## src/shared/cpc_pkg.sv

```systemverilog
// Constants for the pump and phase detector configuration bank.
// Assumes a 32-bit Avalon-MM bus with byte addresses; index times four.
package cpc_pkg;

  ////////////////////////////////////////////////////////////////////////////
  // Bus geometry
  localparam int          ADDR_W   = 8;
  localparam int          DATA_W   = 32;
  localparam int          BE_W     = DATA_W / 8;

  // Register indices; byte address is index times four
  localparam logic [5:0]  IDX_ANALOG_EN = 6'h08;
  localparam logic [5:0]  IDX_PUMP      = 6'h09;
  localparam logic [5:0]  IDX_AMP       = 6'h0a;
  localparam logic [5:0]  IDX_DET       = 6'h0b;
  localparam logic [5:0]  IDX_LOCK      = 6'h0f;

  ////////////////////////////////////////////////////////////////////////////
  // Pump register layout
  localparam int          PUMP_W        = 24;
  localparam int          OFS_W         = 3;
  localparam int          TRIM_W        = 4;
  localparam int          MAIN_W        = 3;
  localparam int          RISE_OFS_LSB  = 2;
  localparam int          FALL_OFS_LSB  = 7;
  localparam int          RISE_TRIM_LSB = 10;
  localparam int          FALL_TRIM_LSB = 14;
  localparam int          RISE_MAIN_LSB = 18;
  localparam int          FALL_MAIN_LSB = 21;
  localparam logic [23:0] PUMP_RW_MASK  = 24'hffff9c;
  localparam logic [23:0] PUMP_RST      = 24'h000000;
  localparam logic [2:0]  MAIN_SAT_CODE = 3'h4;

  // Amplifier bias register
  localparam int          AMP_W         = 2;
  localparam logic [1:0]  AMP_RST       = 2'h0;

  ////////////////////////////////////////////////////////////////////////////
  // Detector register layout
  localparam int          DET_W         = 12;
  localparam logic [11:0] DET_RST       = 12'h870;
  localparam int          DLY_LSB       = 0;
  localparam int          DLY_W         = 3;
  localparam int          SWAP_BIT      = 3;
  localparam int          RISE_EN_BIT   = 4;
  localparam int          FALL_EN_BIT   = 5;
  localparam int          LOCKPIN_BIT   = 6;
  localparam int          FORCE_R_BIT   = 7;
  localparam int          FORCE_F_BIT   = 8;
  localparam int          MUTE_BIT      = 9;

  // Analog enable register
  localparam int          ANA_W         = 3;
  localparam logic [2:0]  ANA_RST       = 3'h7;
  localparam int          ANA_PUMP_BIT  = 1;
  localparam int          ANA_DET_BIT   = 2;

endpackage

```

## src/shared/cpc_leg_if.sv

```systemverilog
// Carries one pump direction's codes to its decoder and the results back.
// Assumes both ends run on the bank's single clock.
`timescale 1ns/100ps
interface cpc_leg_if;
  import cpc_pkg::*;

  logic [OFS_W-1:0]  offset_code;
  logic [TRIM_W-1:0] trim_code;
  logic [MAIN_W-1:0] main_code;
  logic              det_enable;
  logic [OFS_W-1:0]  offset_level;
  logic [TRIM_W-1:0] trim_level;
  logic [MAIN_W-1:0] main_level;
  logic              hiz;

  modport ctl (
    output offset_code, trim_code, main_code, det_enable,
    input  offset_level, trim_level, main_level, hiz
  );
  modport leg (
    input  offset_code, trim_code, main_code, det_enable,
    output offset_level, trim_level, main_level, hiz
  );
endinterface

```

## src/design/cpc_pump_leg.sv

```systemverilog
// Decodes the codes of one pump direction into registered levels.
// Assumes codes come from the register bank on the same clock.
`timescale 1ns/100ps
module cpc_pump_leg
  import cpc_pkg::*;
(
  // Clock and reset
  input  wire logic CLK_I,
  input  wire logic RST_N_I,
  // Codes in, levels out
  cpc_leg_if.leg    leg
);

  ////////////////////////////////////////////////////////////////////////////
  // offset steps pass through
  always_ff @(posedge CLK_I) begin
    if (!RST_N_I) begin
      leg.offset_level <= '0;
      leg.trim_level   <= '0;
    end else begin
      leg.offset_level <= leg.offset_code;
      leg.trim_level   <= leg.trim_code;
    end
  end

  always_ff @(posedge CLK_I) begin
    if (!RST_N_I) begin
      leg.main_level <= '0;
    end else if (leg.main_code >= MAIN_SAT_CODE) begin
      leg.main_level <= MAIN_SAT_CODE;
    end else begin
      leg.main_level <= leg.main_code;
    end
  end

  // float when off and detector off
  always_ff @(posedge CLK_I) begin
    if (!RST_N_I) begin
      leg.hiz <= 1'b0;
    end else begin
      leg.hiz <= (leg.main_code == '0) && !leg.det_enable;
    end
  end

endmodule // cpc_pump_leg

```

## src/design/cpc_top.sv

```systemverilog
// Configuration bank for the pump and phase detector, Avalon-MM slave.
// Assumes synchronous inputs on CLK_I at 200 MHz; analog parts outside.
`timescale 1ns/100ps

// Function
// - rise offset code from pump bits 4:2
// - fall offset code from pump bits 9:7
// - rise trim code from pump bits 13:10
// - fall trim code from pump bits 17:14
// - main codes decode, saturating at 100
// - main code 000, detector off: float
// - amplifier bias code from bits 1:0
// - amplifier enabled only with pump enable
// - reset path delay from detector bits 2:0
// - detector bit 3 swaps detector inputs
// - detector bit 4 enables rise output
// - detector bit 5 enables fall output
// - detector bit 6 routes lock to pin
// - mute bit gates enables only while locked
module cpc_top
  import cpc_pkg::*;
(
  // Clock and reset
  input  wire logic              CLK_I,
  input  wire logic              RST_N_I,
  // Avalon-MM slave
  input  wire logic [ADDR_W-1:0] ADDRESS_I,
  input  wire logic              READ_I,
  input  wire logic              WRITE_I,
  input  wire logic [DATA_W-1:0] WRITEDATA_I,
  input  wire logic [BE_W-1:0]   BYTEENABLE_I,
  output logic      [DATA_W-1:0] READDATA_O,
  output logic                   WAITREQUEST_O,
  // Detector inputs and lock flag
  input  wire logic              DET_REF_I,
  input  wire logic              DET_DIV_I,
  input  wire logic              LOCK_I,
  // Rise pump settings
  output logic      [OFS_W-1:0]  PUMP_RISE_OFFSET_CODE_O,
  output logic      [TRIM_W-1:0] PUMP_RISE_TRIM_CODE_O,
  output logic      [MAIN_W-1:0] PUMP_RISE_MAIN_CODE_O,
  output logic                   PUMP_RISE_HIZ_O,
  // Fall pump settings
  output logic      [OFS_W-1:0]  PUMP_FALL_OFFSET_CODE_O,
  output logic      [TRIM_W-1:0] PUMP_FALL_TRIM_CODE_O,
  output logic      [MAIN_W-1:0] PUMP_FALL_MAIN_CODE_O,
  output logic                   PUMP_FALL_HIZ_O,
  // Amplifier
  output logic      [AMP_W-1:0]  AMPLIFIER_BIAS_CODE_O,
  output logic                   AMPLIFIER_ENABLE_O,
  // Detector controls
  output logic      [DLY_W-1:0]  DET_RESET_DELAY_O,
  output logic                   DET_FIRST_O,
  output logic                   DET_SECOND_O,
  output logic                   DET_RISE_ALLOW_O,
  output logic                   DET_FALL_ALLOW_O,
  output logic                   DET_RISE_FORCE_O,
  output logic                   DET_FALL_FORCE_O,
  // Shared lock and readback pin
  output logic                   LOCK_READBACK_PIN_O,
  output logic                   LOCK_READBACK_OE_N_O
);

  ////////////////////////////////////////////////////////////////////////////
  // Register state
  logic [PUMP_W-1:0] pump_r;
  logic [AMP_W-1:0]  amp_r;
  logic [DET_W-1:0]  det_r;
  logic [ANA_W-1:0]  ana_r;
  logic              locked_r;
  logic              waitreq_r;
  logic [DATA_W-1:0] rdata_r;
  logic [DATA_W-1:0] rdata_nxt;
  logic [DATA_W-1:0] be_mask;
  logic [5:0]        idx;
  logic              req;
  logic              commit_wr;
  logic              hit;

  cpc_leg_if rise_leg ();
  cpc_leg_if fall_leg ();

  ////////////////////////////////////////////////////////////////////////////
  // Bus decode
  assign idx       = ADDRESS_I[ADDR_W-1:2];
  assign req       = READ_I || WRITE_I;
  assign commit_wr = WRITE_I && !waitreq_r;

  always_comb begin
    be_mask = '0;
    for (int b = 0; b < BE_W; b++) begin
      be_mask[b*8 +: 8] = {8{BYTEENABLE_I[b]}};
    end
  end

  // Waitrequest drops for one cycle per request, so the master never
  // completes two transfers on one decode.
  always_ff @(posedge CLK_I) begin
    if (!RST_N_I) begin
      waitreq_r <= 1'b1;
    end else if (req && waitreq_r) begin
      waitreq_r <= 1'b0;
    end else begin
      waitreq_r <= 1'b1;
    end
  end

  // Unmapped addresses read zero and ignore writes
  always_comb begin
    rdata_nxt = '0;
    hit       = 1'b1;
    unique case (idx)
      IDX_ANALOG_EN: rdata_nxt[ANA_W-1:0]  = ana_r;
      IDX_PUMP:      rdata_nxt[PUMP_W-1:0] = pump_r;
      IDX_AMP:       rdata_nxt[AMP_W-1:0]  = amp_r;
      IDX_DET:       rdata_nxt[DET_W-1:0]  = det_r;
      IDX_LOCK:      rdata_nxt[0]          = locked_r;
      default:       hit                   = 1'b0;
    endcase
  end

  // Read data is captured one edge early and held to the next read
  always_ff @(posedge CLK_I) begin
    if (!RST_N_I) begin
      rdata_r <= '0;
    end else if (READ_I && waitreq_r) begin
      rdata_r <= hit ? rdata_nxt : '0;
    end
  end

  ////////////////////////////////////////////////////////////////////////////
  // Writable registers and the sampled lock flag
  // reserved pump bits stay zero
  always_ff @(posedge CLK_I) begin
    if (!RST_N_I) begin
      pump_r <= PUMP_RST;
    end else if (commit_wr && idx == IDX_PUMP) begin
      pump_r <= ((pump_r & ~be_mask[PUMP_W-1:0])
                | (WRITEDATA_I[PUMP_W-1:0] & be_mask[PUMP_W-1:0]))
                & PUMP_RW_MASK;
    end
  end

  always_ff @(posedge CLK_I) begin
    if (!RST_N_I) begin
      amp_r <= AMP_RST;
    end else if (commit_wr && idx == IDX_AMP && BYTEENABLE_I[0]) begin
      amp_r <= WRITEDATA_I[AMP_W-1:0];
    end
  end

  // delay field held in detector register
  always_ff @(posedge CLK_I) begin
    if (!RST_N_I) begin
      det_r <= DET_RST;
    end else if (commit_wr && idx == IDX_DET) begin
      det_r <= (det_r & ~be_mask[DET_W-1:0])
               | (WRITEDATA_I[DET_W-1:0] & be_mask[DET_W-1:0]);
    end
  end

  always_ff @(posedge CLK_I) begin
    if (!RST_N_I) begin
      ana_r <= ANA_RST;
    end else if (commit_wr && idx == IDX_ANALOG_EN && BYTEENABLE_I[0]) begin
      ana_r <= WRITEDATA_I[ANA_W-1:0];
    end
  end

  always_ff @(posedge CLK_I) begin
    if (!RST_N_I) begin
      locked_r <= 1'b0;
    end else begin
      locked_r <= LOCK_I;
    end
  end

  ////////////////////////////////////////////////////////////////////////////
  // Pump legs
  // rise offset field
  assign rise_leg.offset_code = pump_r[RISE_OFS_LSB +: OFS_W];
  assign rise_leg.trim_code   = pump_r[RISE_TRIM_LSB +: TRIM_W];
  assign rise_leg.main_code   = pump_r[RISE_MAIN_LSB +: MAIN_W];
  assign rise_leg.det_enable  = ana_r[ANA_DET_BIT];

  assign fall_leg.offset_code = pump_r[FALL_OFS_LSB +: OFS_W];
  assign fall_leg.trim_code   = pump_r[FALL_TRIM_LSB +: TRIM_W];
  assign fall_leg.main_code   = pump_r[FALL_MAIN_LSB +: MAIN_W];
  assign fall_leg.det_enable  = ana_r[ANA_DET_BIT];

  cpc_pump_leg u_rise (
    .CLK_I   (CLK_I),
    .RST_N_I (RST_N_I),
    .leg     (rise_leg.leg)
  );

  cpc_pump_leg u_fall (
    .CLK_I   (CLK_I),
    .RST_N_I (RST_N_I),
    .leg     (fall_leg.leg)
  );

  ////////////////////////////////////////////////////////////////////////////
  // Amplifier and delay outputs
  always_ff @(posedge CLK_I) begin
    if (!RST_N_I) begin
      AMPLIFIER_BIAS_CODE_O <= AMP_RST;
      AMPLIFIER_ENABLE_O    <= 1'b0;
      DET_RESET_DELAY_O     <= DET_RST[DLY_LSB +: DLY_W];
    end else begin
      AMPLIFIER_BIAS_CODE_O <= amp_r;
      AMPLIFIER_ENABLE_O    <= ana_r[ANA_PUMP_BIT];
      DET_RESET_DELAY_O     <= det_r[DLY_LSB +: DLY_W];
    end
  end

  ////////////////////////////////////////////////////////////////////////////
  // Detector input order
  // swap for negative slope
  always_ff @(posedge CLK_I) begin
    if (!RST_N_I) begin
      DET_FIRST_O  <= 1'b0;
      DET_SECOND_O <= 1'b0;
    end else if (det_r[SWAP_BIT]) begin
      DET_FIRST_O  <= DET_DIV_I;
      DET_SECOND_O <= DET_REF_I;
    end else begin
      DET_FIRST_O  <= DET_REF_I;
      DET_SECOND_O <= DET_DIV_I;
    end
  end

  ////////////////////////////////////////////////////////////////////////////
  // Detector output gating
  // Mute mode frees both outputs while unlocked so acquisition is not
  // starved; the enables only bite once lock is reached.
  always_ff @(posedge CLK_I) begin
    if (!RST_N_I) begin
      DET_RISE_ALLOW_O <= 1'b1;
      DET_FALL_ALLOW_O <= 1'b1;
    end else if (det_r[MUTE_BIT] && !locked_r) begin
      DET_RISE_ALLOW_O <= 1'b1;
      DET_FALL_ALLOW_O <= 1'b1;
    end else begin
      DET_RISE_ALLOW_O <= det_r[RISE_EN_BIT];
      DET_FALL_ALLOW_O <= det_r[FALL_EN_BIT];
    end
  end

  always_ff @(posedge CLK_I) begin
    if (!RST_N_I) begin
      DET_RISE_FORCE_O <= 1'b0;
      DET_FALL_FORCE_O <= 1'b0;
    end else begin
      DET_RISE_FORCE_O <= det_r[FORCE_R_BIT];
      DET_FALL_FORCE_O <= det_r[FORCE_F_BIT];
    end
  end

  ////////////////////////////////////////////////////////////////////////////
  // Lock pin
  // route lock flag when enabled
  always_ff @(posedge CLK_I) begin
    if (!RST_N_I) begin
      LOCK_READBACK_PIN_O  <= 1'b0;
      LOCK_READBACK_OE_N_O <= 1'b1;
    end else begin
      LOCK_READBACK_PIN_O  <= det_r[LOCKPIN_BIT] && locked_r;
      LOCK_READBACK_OE_N_O <= !det_r[LOCKPIN_BIT];
    end
  end

  ////////////////////////////////////////////////////////////////////////////
  // Outputs from flops
  assign READDATA_O              = rdata_r;
  assign WAITREQUEST_O           = waitreq_r;
  assign PUMP_RISE_OFFSET_CODE_O = rise_leg.offset_level;
  assign PUMP_RISE_TRIM_CODE_O   = rise_leg.trim_level;
  assign PUMP_RISE_MAIN_CODE_O   = rise_leg.main_level;
  assign PUMP_RISE_HIZ_O         = rise_leg.hiz;
  assign PUMP_FALL_OFFSET_CODE_O = fall_leg.offset_level;
  assign PUMP_FALL_TRIM_CODE_O   = fall_leg.trim_level;
  assign PUMP_FALL_MAIN_CODE_O   = fall_leg.main_level;
  assign PUMP_FALL_HIZ_O         = fall_leg.hiz;

endmodule // cpc_top

```

## config.mk

```make
export PLATFORM = sky130hd
export DESIGN_NAME = cpc_top
export DESIGN_NICKNAME = d
export VERILOG_FILES = /design/src/shared/cpc_pkg.sv /design/src/shared/cpc_leg_if.sv /design/src/design/cpc_pump_leg.sv /design/src/design/cpc_top.sv
export SDC_FILE = /design/constraint.sdc
export NUM_CORES = 1
export LEC_CHECK = 0
export BUFFER_PORTS_ARGS = -buffer_cell sky130_fd_sc_hd__buf_2
export CAP_MARGIN = 20
export CORE_MARGIN = 2
export CORE_UTILIZATION = 30
export DETAILED_ROUTE_END_ITERATION = 8
export PLACE_DENSITY = 0.56
export SLEW_MARGIN = 10
export SYNTH_ARGS = -nofsm -noshare
export SYNTH_HDL_FRONTEND = slang
export SYNTH_SLANG_ARGS = --single-unit
```

## constraint.sdc

```tcl
create_clock -name CLK_I -period 2 [get_ports CLK_I]
set_input_delay 0.2 -clock CLK_I [delete_from_list [all_inputs] [get_ports CLK_I]]
set_output_delay 0.2 -clock CLK_I [all_outputs]
set_load 0.005 [all_outputs]
```

==> results of run 1 <==
[where the power goes]
part           switching, mW  leakage (nW)  internal [mW]
Combinational          0.130          1.24         0.0805
Clock                  0.737         0.133          0.876
Sequential           0.00653         0.799           1.98
[cells in the mapped netlist]
| cell | instances | area [um^2] |
|---|---|---|
| sky130_fd_sc_hd__mux2i_1 | 39 | 390.4 |
| sky130_fd_sc_hd__clkbuf_1 | 21 | 78.83 |
| sky130_fd_sc_hd__inv_1 | 28 | 105.1 |
| sky130_fd_sc_hd__nor2_1 | 6 | 22.52 |
| sky130_fd_sc_hd__buf_4 | 8 | 60.06 |
| sky130_fd_sc_hd__a21oi_1 | 7 | 35.03 |
| sky130_fd_sc_hd__nor4_1 | 2 | 12.51 |
| sky130_fd_sc_hd__nor3_4 | 5 | 81.33 |
| sky130_fd_sc_hd__nand4_1 | 14 | 87.58 |
| sky130_fd_sc_hd__a211oi_1 | 1 | 7.510 |
| sky130_fd_sc_hd__nand2b_1 | 3 | 18.77 |
| sky130_fd_sc_hd__o21ai_0 | 1 | 5.000 |
| sky130_fd_sc_hd__nand3b_1 | 10 | 75.07 |
| sky130_fd_sc_hd__nand2_1 | 69 | 259.0 |
| sky130_fd_sc_hd__o31ai_1 | 4 | 30.03 |
| sky130_fd_sc_hd__and2_0 | 2 | 12.51 |
| sky130_fd_sc_hd__nand4b_1 | 3 | 26.28 |
| sky130_fd_sc_hd__a21boi_0 | 14 | 105.1 |
| sky130_fd_sc_hd__or3b_2 | 1 | 8.760 |
| sky130_fd_sc_hd__o2bb2ai_1 | 1 | 8.760 |
| sky130_fd_sc_hd__mux2_2 | 1 | 11.26 |
| sky130_fd_sc_hd__or2_2 | 2 | 12.51 |
| sky130_fd_sc_hd__or4b_1 | 1 | 10.01 |
| sky130_fd_sc_hd__a22o_1 | 8 | 70.07 |
| sky130_fd_sc_hd__nor4bb_1 | 1 | 10.01 |
| sky130_fd_sc_hd__and2_1 | 3 | 18.77 |
| sky130_fd_sc_hd__nor4b_2 | 1 | 15.01 |
| sky130_fd_sc_hd__a32o_1 | 2 | 20.02 |
| sky130_fd_sc_hd__or4bb_1 | 1 | 11.26 |
| sky130_fd_sc_hd__nand3_1 | 13 | 65.06 |
| sky130_fd_sc_hd__buf_2 | 1 | 5.000 |
| sky130_fd_sc_hd__buf_6 | 1 | 11.26 |
| sky130_fd_sc_hd__conb_1 | 1 | 3.750 |
| sky130_fd_sc_hd__nor2b_1 | 11 | 68.82 |
| sky130_fd_sc_hd__dfxtp_1 | 99 | 1982 |
| sky130_fd_sc_hd__o32a_1 | 1 | 10.01 |
| sky130_fd_sc_hd__and3_1 | 1 | 6.260 |
| sky130_fd_sc_hd__o211ai_1 | 1 | 7.510 |
[kinds of logic (layout without fill, tap and decap cells)]
logic type	count (synthesis)	in the layout	synth area share, %
other cells	1	8	0.09951
buf+inv	59	158	6.906
compound gates	40	40	7.935
mux	40	40	10.66
simple gates	149	149	21.81
flops	99	99	52.59
[through the flow]
stage | instances | area, um^2 | total power, mW
2_1_floorplan | 395 | 3795 | 2.159
3_3_place_gp | 646 | 4489 | 2.243
3_5_place_dp | 646 | 4489 | 2.244
4_1_cts | 662 | 4762 | 3.866
5_1_grt | 662 | 4762 | 3.954
6_report | 662 | 4762 | 3.810
[final timing paths]
kind / startpoint / endpoint / slack, ns / cells past startpoint
max: ADDRESS_I[4] / register / 0.50 / 6
min: LOCK_I / locked_r / 0.06 / 2
min reg2reg: register / LOCK_READBACK_OE_N_O / 0.44 / 1
max reg2reg: WAITREQUEST_O / ana_r[0] / 0.58 / 3
[metal layers]
metal	track usage [%]	up-vias
li1	-	1494
met1	17.51	1338
met2	21.52	84
met3	4.393	18
met4	8.333	0
met5	0	-
[cell type report]
| cell class | instances | area, um^2 |
|---|---|---|
| Clock buffer | 12 | 246.5 |
| Clock inverter | 4 | 26.28 |
| Fill cell | 1255 | 7400 |
| Inverter | 28 | 105.1 |
| Multi-Input combinational cell | 237 | 1562 |
| Sequential cell | 99 | 1982 |
| Tap cell | 168 | 210.2 |
| Timing Repair Buffer | 114 | 630.6 |
[critical path: cells and delay by family]
family / cells / cell delay [ns]
AND/OR/NAND/NOR: 2 / 0.75
buffers and inverters: 3 / 0.62
multiplexers: 1 / 0.21
==> results list, run 1 <==
* Run status: finished clean
- The clock reaches the later pin of the worst-skew pair after between 0.3 and 0.4 ns.
* Total met3 wirelength after detailed routing: 640 um
- Most frequent standard cell in the layout excluding fill and tap cells: sky130_fd_sc_hd__buf_2
- PortBufs: 100
- The number of hold violations in the final report came to 0.
- Count of hold buffers inserted by post-cts repair: 0
- For this design, the slowest cell found on the critical path is sky130_fd_sc_hd__or4b_1.
- Dividing the detail-routed wire length by the instance count gives approximately 14 um.
* Top layer used by detailed routing: met4
- In the post-route analysis, the smallest setup slack over all paths is about 0.50 ns.
- Final-layout setup total negative slack: 0 ns
- The first global-routing pass estimated 14.30 mm of wire.
* Minimum clock period after layout: around 1.5 ns
- CORE AREA: about 12000 um^2
- Number of instances in the synthesized netlist: slightly below 400
- For this run, the post-layout net count is 540.
- Mean instance size in the synthesized netlist: approximately 10 um^2
- Vertical die dimension: roughly 120 um
* Number of vias per cell after detailed routing: ~4.4
* Ratio of total power to cell area: roughly 800 nW/um^2
* Gr ovfl total: 0
- The worst setup path is of the in2reg kind.
* Max clock buf depth: 2
* Maximum level of the CTS H-tree: 3
- Clock-pin slew was measured on the worst setup and hold paths at ~0.07 ns.
* Crit path cell chain: buf_2 -> or4b_1 -> buf_4 -> nor3_4 -> buf_4 -> mux2i_1
- Startpoint type of the worst setup path: input pin
- The post-route netlist has roughly 28% of its cells at a drive strength greater than 1.
- Worst stage delay on the critical path: 0.56 ns
- Effective utilization at floorplan: 30.99%
- The number of antenna violations at the first check in global routing is 0.
- Routed via count: around 2900
- CTS tree: yes
- Clock tree skew after final layout: about 0.0081 ns
- Clock tree synthesis inserted a total of 9 buffers.
- Wire segments on met2 add up to 3.990 mm in the final route.
* Detailed-routing iteration count for the pre-antenna-repair pass: 4
- DR DRC count: 0
- Cell with the most instances on the worst path: sky130_fd_sc_hd__buf_4
- Wire length on met1: a little over 4 mm
* Final setup vio count: 0
* Sinks on Clock Net: 99
* FF+latch count, synth: between 90 and 100
- Maximum number of pins on one net before global-route repair: 40
- The min-delay analysis places its worst path in the category in2reg.
- Number of buffers added for setup after CTS: 0
* Worst setup slack before clock tree synthesis: 0.1518 ns
* Achievable clock frequency: roughly 0.66 GHz
- Die footprint: roughly 13000 um^2
* Slew Limit Fails: 0
- Summing the sequential cell areas from Yosys gives a little over half of the chip area.
* CP endpoint kind: register
* Arrival time reported for the critical path endpoint: ~1.8 ns
* Initial DRC count: between 150 and 200
- Antenna diode count: 0
* Share of the core filled with cells: roughly two fifths
- Compared with the post-synthesis result, the final layout area differs by 26.36%.
- The top cell types in the final layout, fill and taps aside, are 100 x sky130_fd_sc_hd__buf_2, 99 x sky130_fd_sc_hd__dfxtp_1, 69 x sky130_fd_sc_hd__nand2_1.
- In this run the cell area of the synthesized design comes to roughly 3800 um^2.
- Resize count post-CTS: 0
* Required time at the endpoint of the critical path: between 2 and 2.5 ns
- Smallest hold slack: around 0.059 ns
- The routed design has around 9 mm of wire.
- Share of the cycle needed by the critical path after routing: 75.20%
- In this run the core area contains 40 standard-cell rows.
- Critical path fanouts, max: 16
- The analysis attributes to cell leakage a power of 2.172 nW.
- RePlAce Congestion: 0.7949
- # IOs: 120
* Total track usage: between 10 and 15%
* Half-perimeter wire length of the detailed placement result: 6.431 mm
- VDD sags by at most between 200 and 300 uV.
* Distinct cell type count of the synthesized netlist: 38
- Number of global-route vias before repair: 2856
- Max capacitance violation total: 0
- Number of routed nets with antenna violations: 0
- RSZ-0062 raised after global routing: false
- Width of the die: between 100 and 150 um
* CTS root buffer: sky130_fd_sc_hd__clkbuf_16
* Number of warnings reported in the yosys synthesis log: 0
Power figures use the tool's default switching activity.
==> run 2: changes to the inputs <==
==> constraint.sdc (replaced) <==
create_clock -name CLK_I -period 1.51 [get_ports CLK_I]
set_input_delay 0.151 -clock CLK_I [delete_from_list [all_inputs] [get_ports CLK_I]]
set_output_delay 0.151 -clock CLK_I [all_outputs]
set_load 0.005 [all_outputs]
==> run 2 against run 1 <==
Compared with the run above: clock power grew 43%; core utilization rose by 1.1 points; sequential cell count did not move; clock skew decreased by 0.0048 ns; hold slack worse by 0.015 ns; first-iteration DRC count fell by 12%; critical path type is now reg2reg; die area stayed put; sequential share of layout area shrank 1.1 points; cell count grew 0.91%; highest routed layer unchanged.
==> results list, run 2 (synthesized netlist as in run 1, its figures left out) <==
- The total inserted antenna cells is 0 (unchanged).
* PortBufs: 100 (unchanged)
- Ratio of total power to cell area: 1069 nW/um^2 (was 800.0 nW/um^2)
* Max capacitance violation total: 0 (unchanged)
- Master of the slowest instance on the critical path: sky130_fd_sc_hd__dfxtp_2 (was sky130_fd_sc_hd__or4b_1)
- Sinks on Clock Net: 99 (unchanged)
- Number of vias per cell after detailed routing: 4.484 (was 4.432)
- The number of cells on the worst reg-to-reg path was 4 (was 3).
- Slew Limit Fails: 0 (unchanged)
* Met2 layer wire length in the routed design: 4.157 mm (was 3.990 mm)
- Share of the cycle needed by the critical path after routing: 93.35%
- The wire length on met3 was 650 um (was 640 um).
* Share of power burned in the clock network: 43.9% (was 42.3%)
* Ratio of cells with drive above 1 in the final layout: 29.40% (was 27.94%)
* CORE AREA: 12160 um^2 (unchanged)
- Startpoint type of the worst setup path: register (was input pin)
* Run status: finished clean (unchanged)
- The fraction of power consumed by combinational cells was 5.8% (was 5.5%).
- Post-Route WL: 9.058 mm (was 8.964 mm)
* Clock-pin slew on the worst setup and hold paths: 0.06 ns (was 0.07 ns)
- CP top delay family: simple AND/OR/NAND/NOR gates (unchanged)
- Critical path fanouts, max: 10 (was 16)
* Hold depth: 2 (unchanged)
- Hold Path Origin: LOCK_I (unchanged)
- The horizontal die dimension was 116.1 um (unchanged).
- Required time at the endpoint of the critical path: 1.77 ns (was 2.28 ns)
- Clock tree skew after final layout: 0.003276 ns (was 0.008082 ns)
- The number of buffers inserted for hold repair after clock tree synthesis was 0 (unchanged).
- Reported net switching power: 1.122 mW (was 873.4 uW)
* Top layer used by detailed routing: met4 (unchanged)
- Die footprint: 13470 um^2 (unchanged)
- Design internal power: 4.114 mW (was 2.936 mW)
* RSZ-0062 raised after global routing: false (unchanged)
- The sequential cell fraction of total power was 50.3% (was 52.1%).
- Number of global-route vias before repair: 2896 (was 2856)
- Smallest hold slack: 0.04369 ns (was 0.05896 ns)
* Number of routed nets with antenna violations: 0 (unchanged)
* Wire length of the first global-routing pass: 14.28 mm (was 14.30 mm)
- Number of buffer and inverter instances along the worst setup path: 1 (was 3)
- The endpoint class of the critical path was a register (unchanged).
- The initial cell density of the core is 30.99% (unchanged).
* Crit path cell chain: nand3b_1 -> buf_4 -> nor3_4 -> mux2i_1 (was buf_2 -> or4b_1 -> buf_4 -> nor3_4 -> buf_4 -> mux2i_1)
- The number of iterations in the first detailed-routing pass came to 4 (unchanged).
- The layout-stage area growth over the synthesis result came to 29.95% (was 26.36%).
* Max clock buf depth: 2 (unchanged)
* Routed wire length per instance: 13.56 um (was 13.54 um)
- Worst stage delay on the critical path: 0.36 ns (was 0.56 ns)
- Total chip power: 5.236 mW (was 3.810 mW)
* # IOs: 120 (unchanged)
- Static leakage power: 2.236 nW (was 2.172 nW)
- The cell count after placement came to 652 (was 646).
- The worst path in the final design needs a cycle of 1.410 ns, including I/O delays and setup.
- Final hold violations: 0 (unchanged)
- Initial DRC count: 143 (was 163)
* Worst-skew pair later-pin latency: 0.34 ns (was 0.35 ns)
- The H-tree level count came to 3 (unchanged).
* Total track usage: 13.98% (was 14.09%)
* CTS tree: yes (unchanged)
- Most used cells in the layout excluding fill and tap cells: 100 x sky130_fd_sc_hd__buf_2, 98 x sky130_fd_sc_hd__dfxtp_1, 69 x sky130_fd_sc_hd__nand2_1 (was 100 x sky130_fd_sc_hd__buf_2, 99 x sky130_fd_sc_hd__dfxtp_1, 69 x sky130_fd_sc_hd__nand2_1)
- The overall die height is 116.1 um (unchanged).
* Fin cells: 668 (was 662)
- Setup slack of the worst register-to-register path: 0.10 ns (was 0.58 ns)
* Half-perimeter wire length of the detailed placement result: 6.703 mm (was 6.431 mm)
* Most frequent standard cell in the layout excluding fill and tap cells: sky130_fd_sc_hd__buf_2 (unchanged)
* Maximum number of pins on one net before global-route repair: 40 (unchanged)
- Worst Setup Slack, final: 0.1005 ns (was 0.4961 ns)
- DR DRC count: 0 (unchanged)
- Number of inserted filler cells in the final layout: 1267 (was 1255)
- RePlAce Congestion: 0.7546 (was 0.7949)
- The net total in the final layout came to 547 (was 540).
* Maximum ir drop on the vdd rail: 524.0 uV (was 284.8 uV)
* Routed via count: 2995 (was 2934)
- The worst-case setup slack after placement is -0.1207 ns (was 0.1518 ns).
* Wire length on met1: 4.055 mm (was 4.029 mm)
- CTS buffer count: 9 (unchanged)
- Hold-critical path endpoint: locked_r (unchanged)
* Switching fraction of total power: 21.42% (was 22.93%)
- Worst hold path class: in2reg (unchanged)
- Share of the core filled with cells: 40.27% (was 39.16%)
- Number of antenna violations at the first check in global routing: 0 (unchanged)
* Gr ovfl total: 0 (unchanged)
- Based on the critical path, the design can be clocked at up to between 0.7 and 0.8 GHz.
- CTS root buffer: sky130_fd_sc_hd__clkbuf_16 (unchanged)
- The number of placement rows was 40 (unchanged).
* Crit Path Category: reg2reg (was in2reg)
- Arrival time reported for the critical path endpoint: 1.67 ns (was 1.78 ns)
- Final setup vio count: 0 (unchanged)
* Reg2Reg Launch Point: WAITREQUEST_O (unchanged)
## run 2: worst max-delay path by stage
stage | startpoint | cells after the start | end
after global routing | WAITREQUEST_O | 5 | register
after floorplan | ADDRESS_I[4] | 4 | register
after CTS | WAITREQUEST_O | 4 | register
after global placement | ADDRESS_I[4] | 4 | register
final | WAITREQUEST_O | 4 | register
after detailed placement | ADDRESS_I[4] | 4 | register
## run 2: metrics by stage
step	TNS, ns	cell area (um^2)
final	0	4897
after global placement	-1.434	4588
after floorplan	0	3799
after CTS	0	4883
after global routing	0	4897
after detailed placement	-1.984	4588
## run 2: what timing repair did
item                                    CTS  global route
gates resized for setup                   0             2
endpoints found under the setup margin    0            10
setup buffers                             0             1
## run 2: layout make-up
class	instances	area [um^2]	area share [%]
inverters	28	105.1	2.146
clock buffers	13	260.3	5.314
repair buffers	121	733.2	14.97
flip-flops and latches	99	1983	40.50
multi-input cells	237	1570	32.06
clock inverters	2	35.03	0.7154
well taps	168	210.2	4.292
## run 2: power groups by stage
| stage | clock network, mW | logic [mW] | registers (mW) |
|---|---|---|---|
| 3_5_place_dp | 0 | 0.304 | 2.69 |
| 2_1_floorplan | 0 | 0.174 | 2.69 |
| 6_report | 2.30 | 0.305 | 2.63 |
| 3_3_place_gp | 0 | 0.301 | 2.69 |
| 5_1_grt | 2.46 | 0.336 | 2.63 |
| 4_1_cts | 2.37 | 0.306 | 2.63 |
## run 2: routing by layer
| layer | vias to the layer above | global-route usage (%) |
|---|---|---|
| met5 | - | 0 |
| met4 | 0 | 5.476 |
| met3 | 15 | 5.335 |
| met2 | 96 | 22.42 |
| met1 | 1377 | 17.00 |
| li1 | 1507 | - |
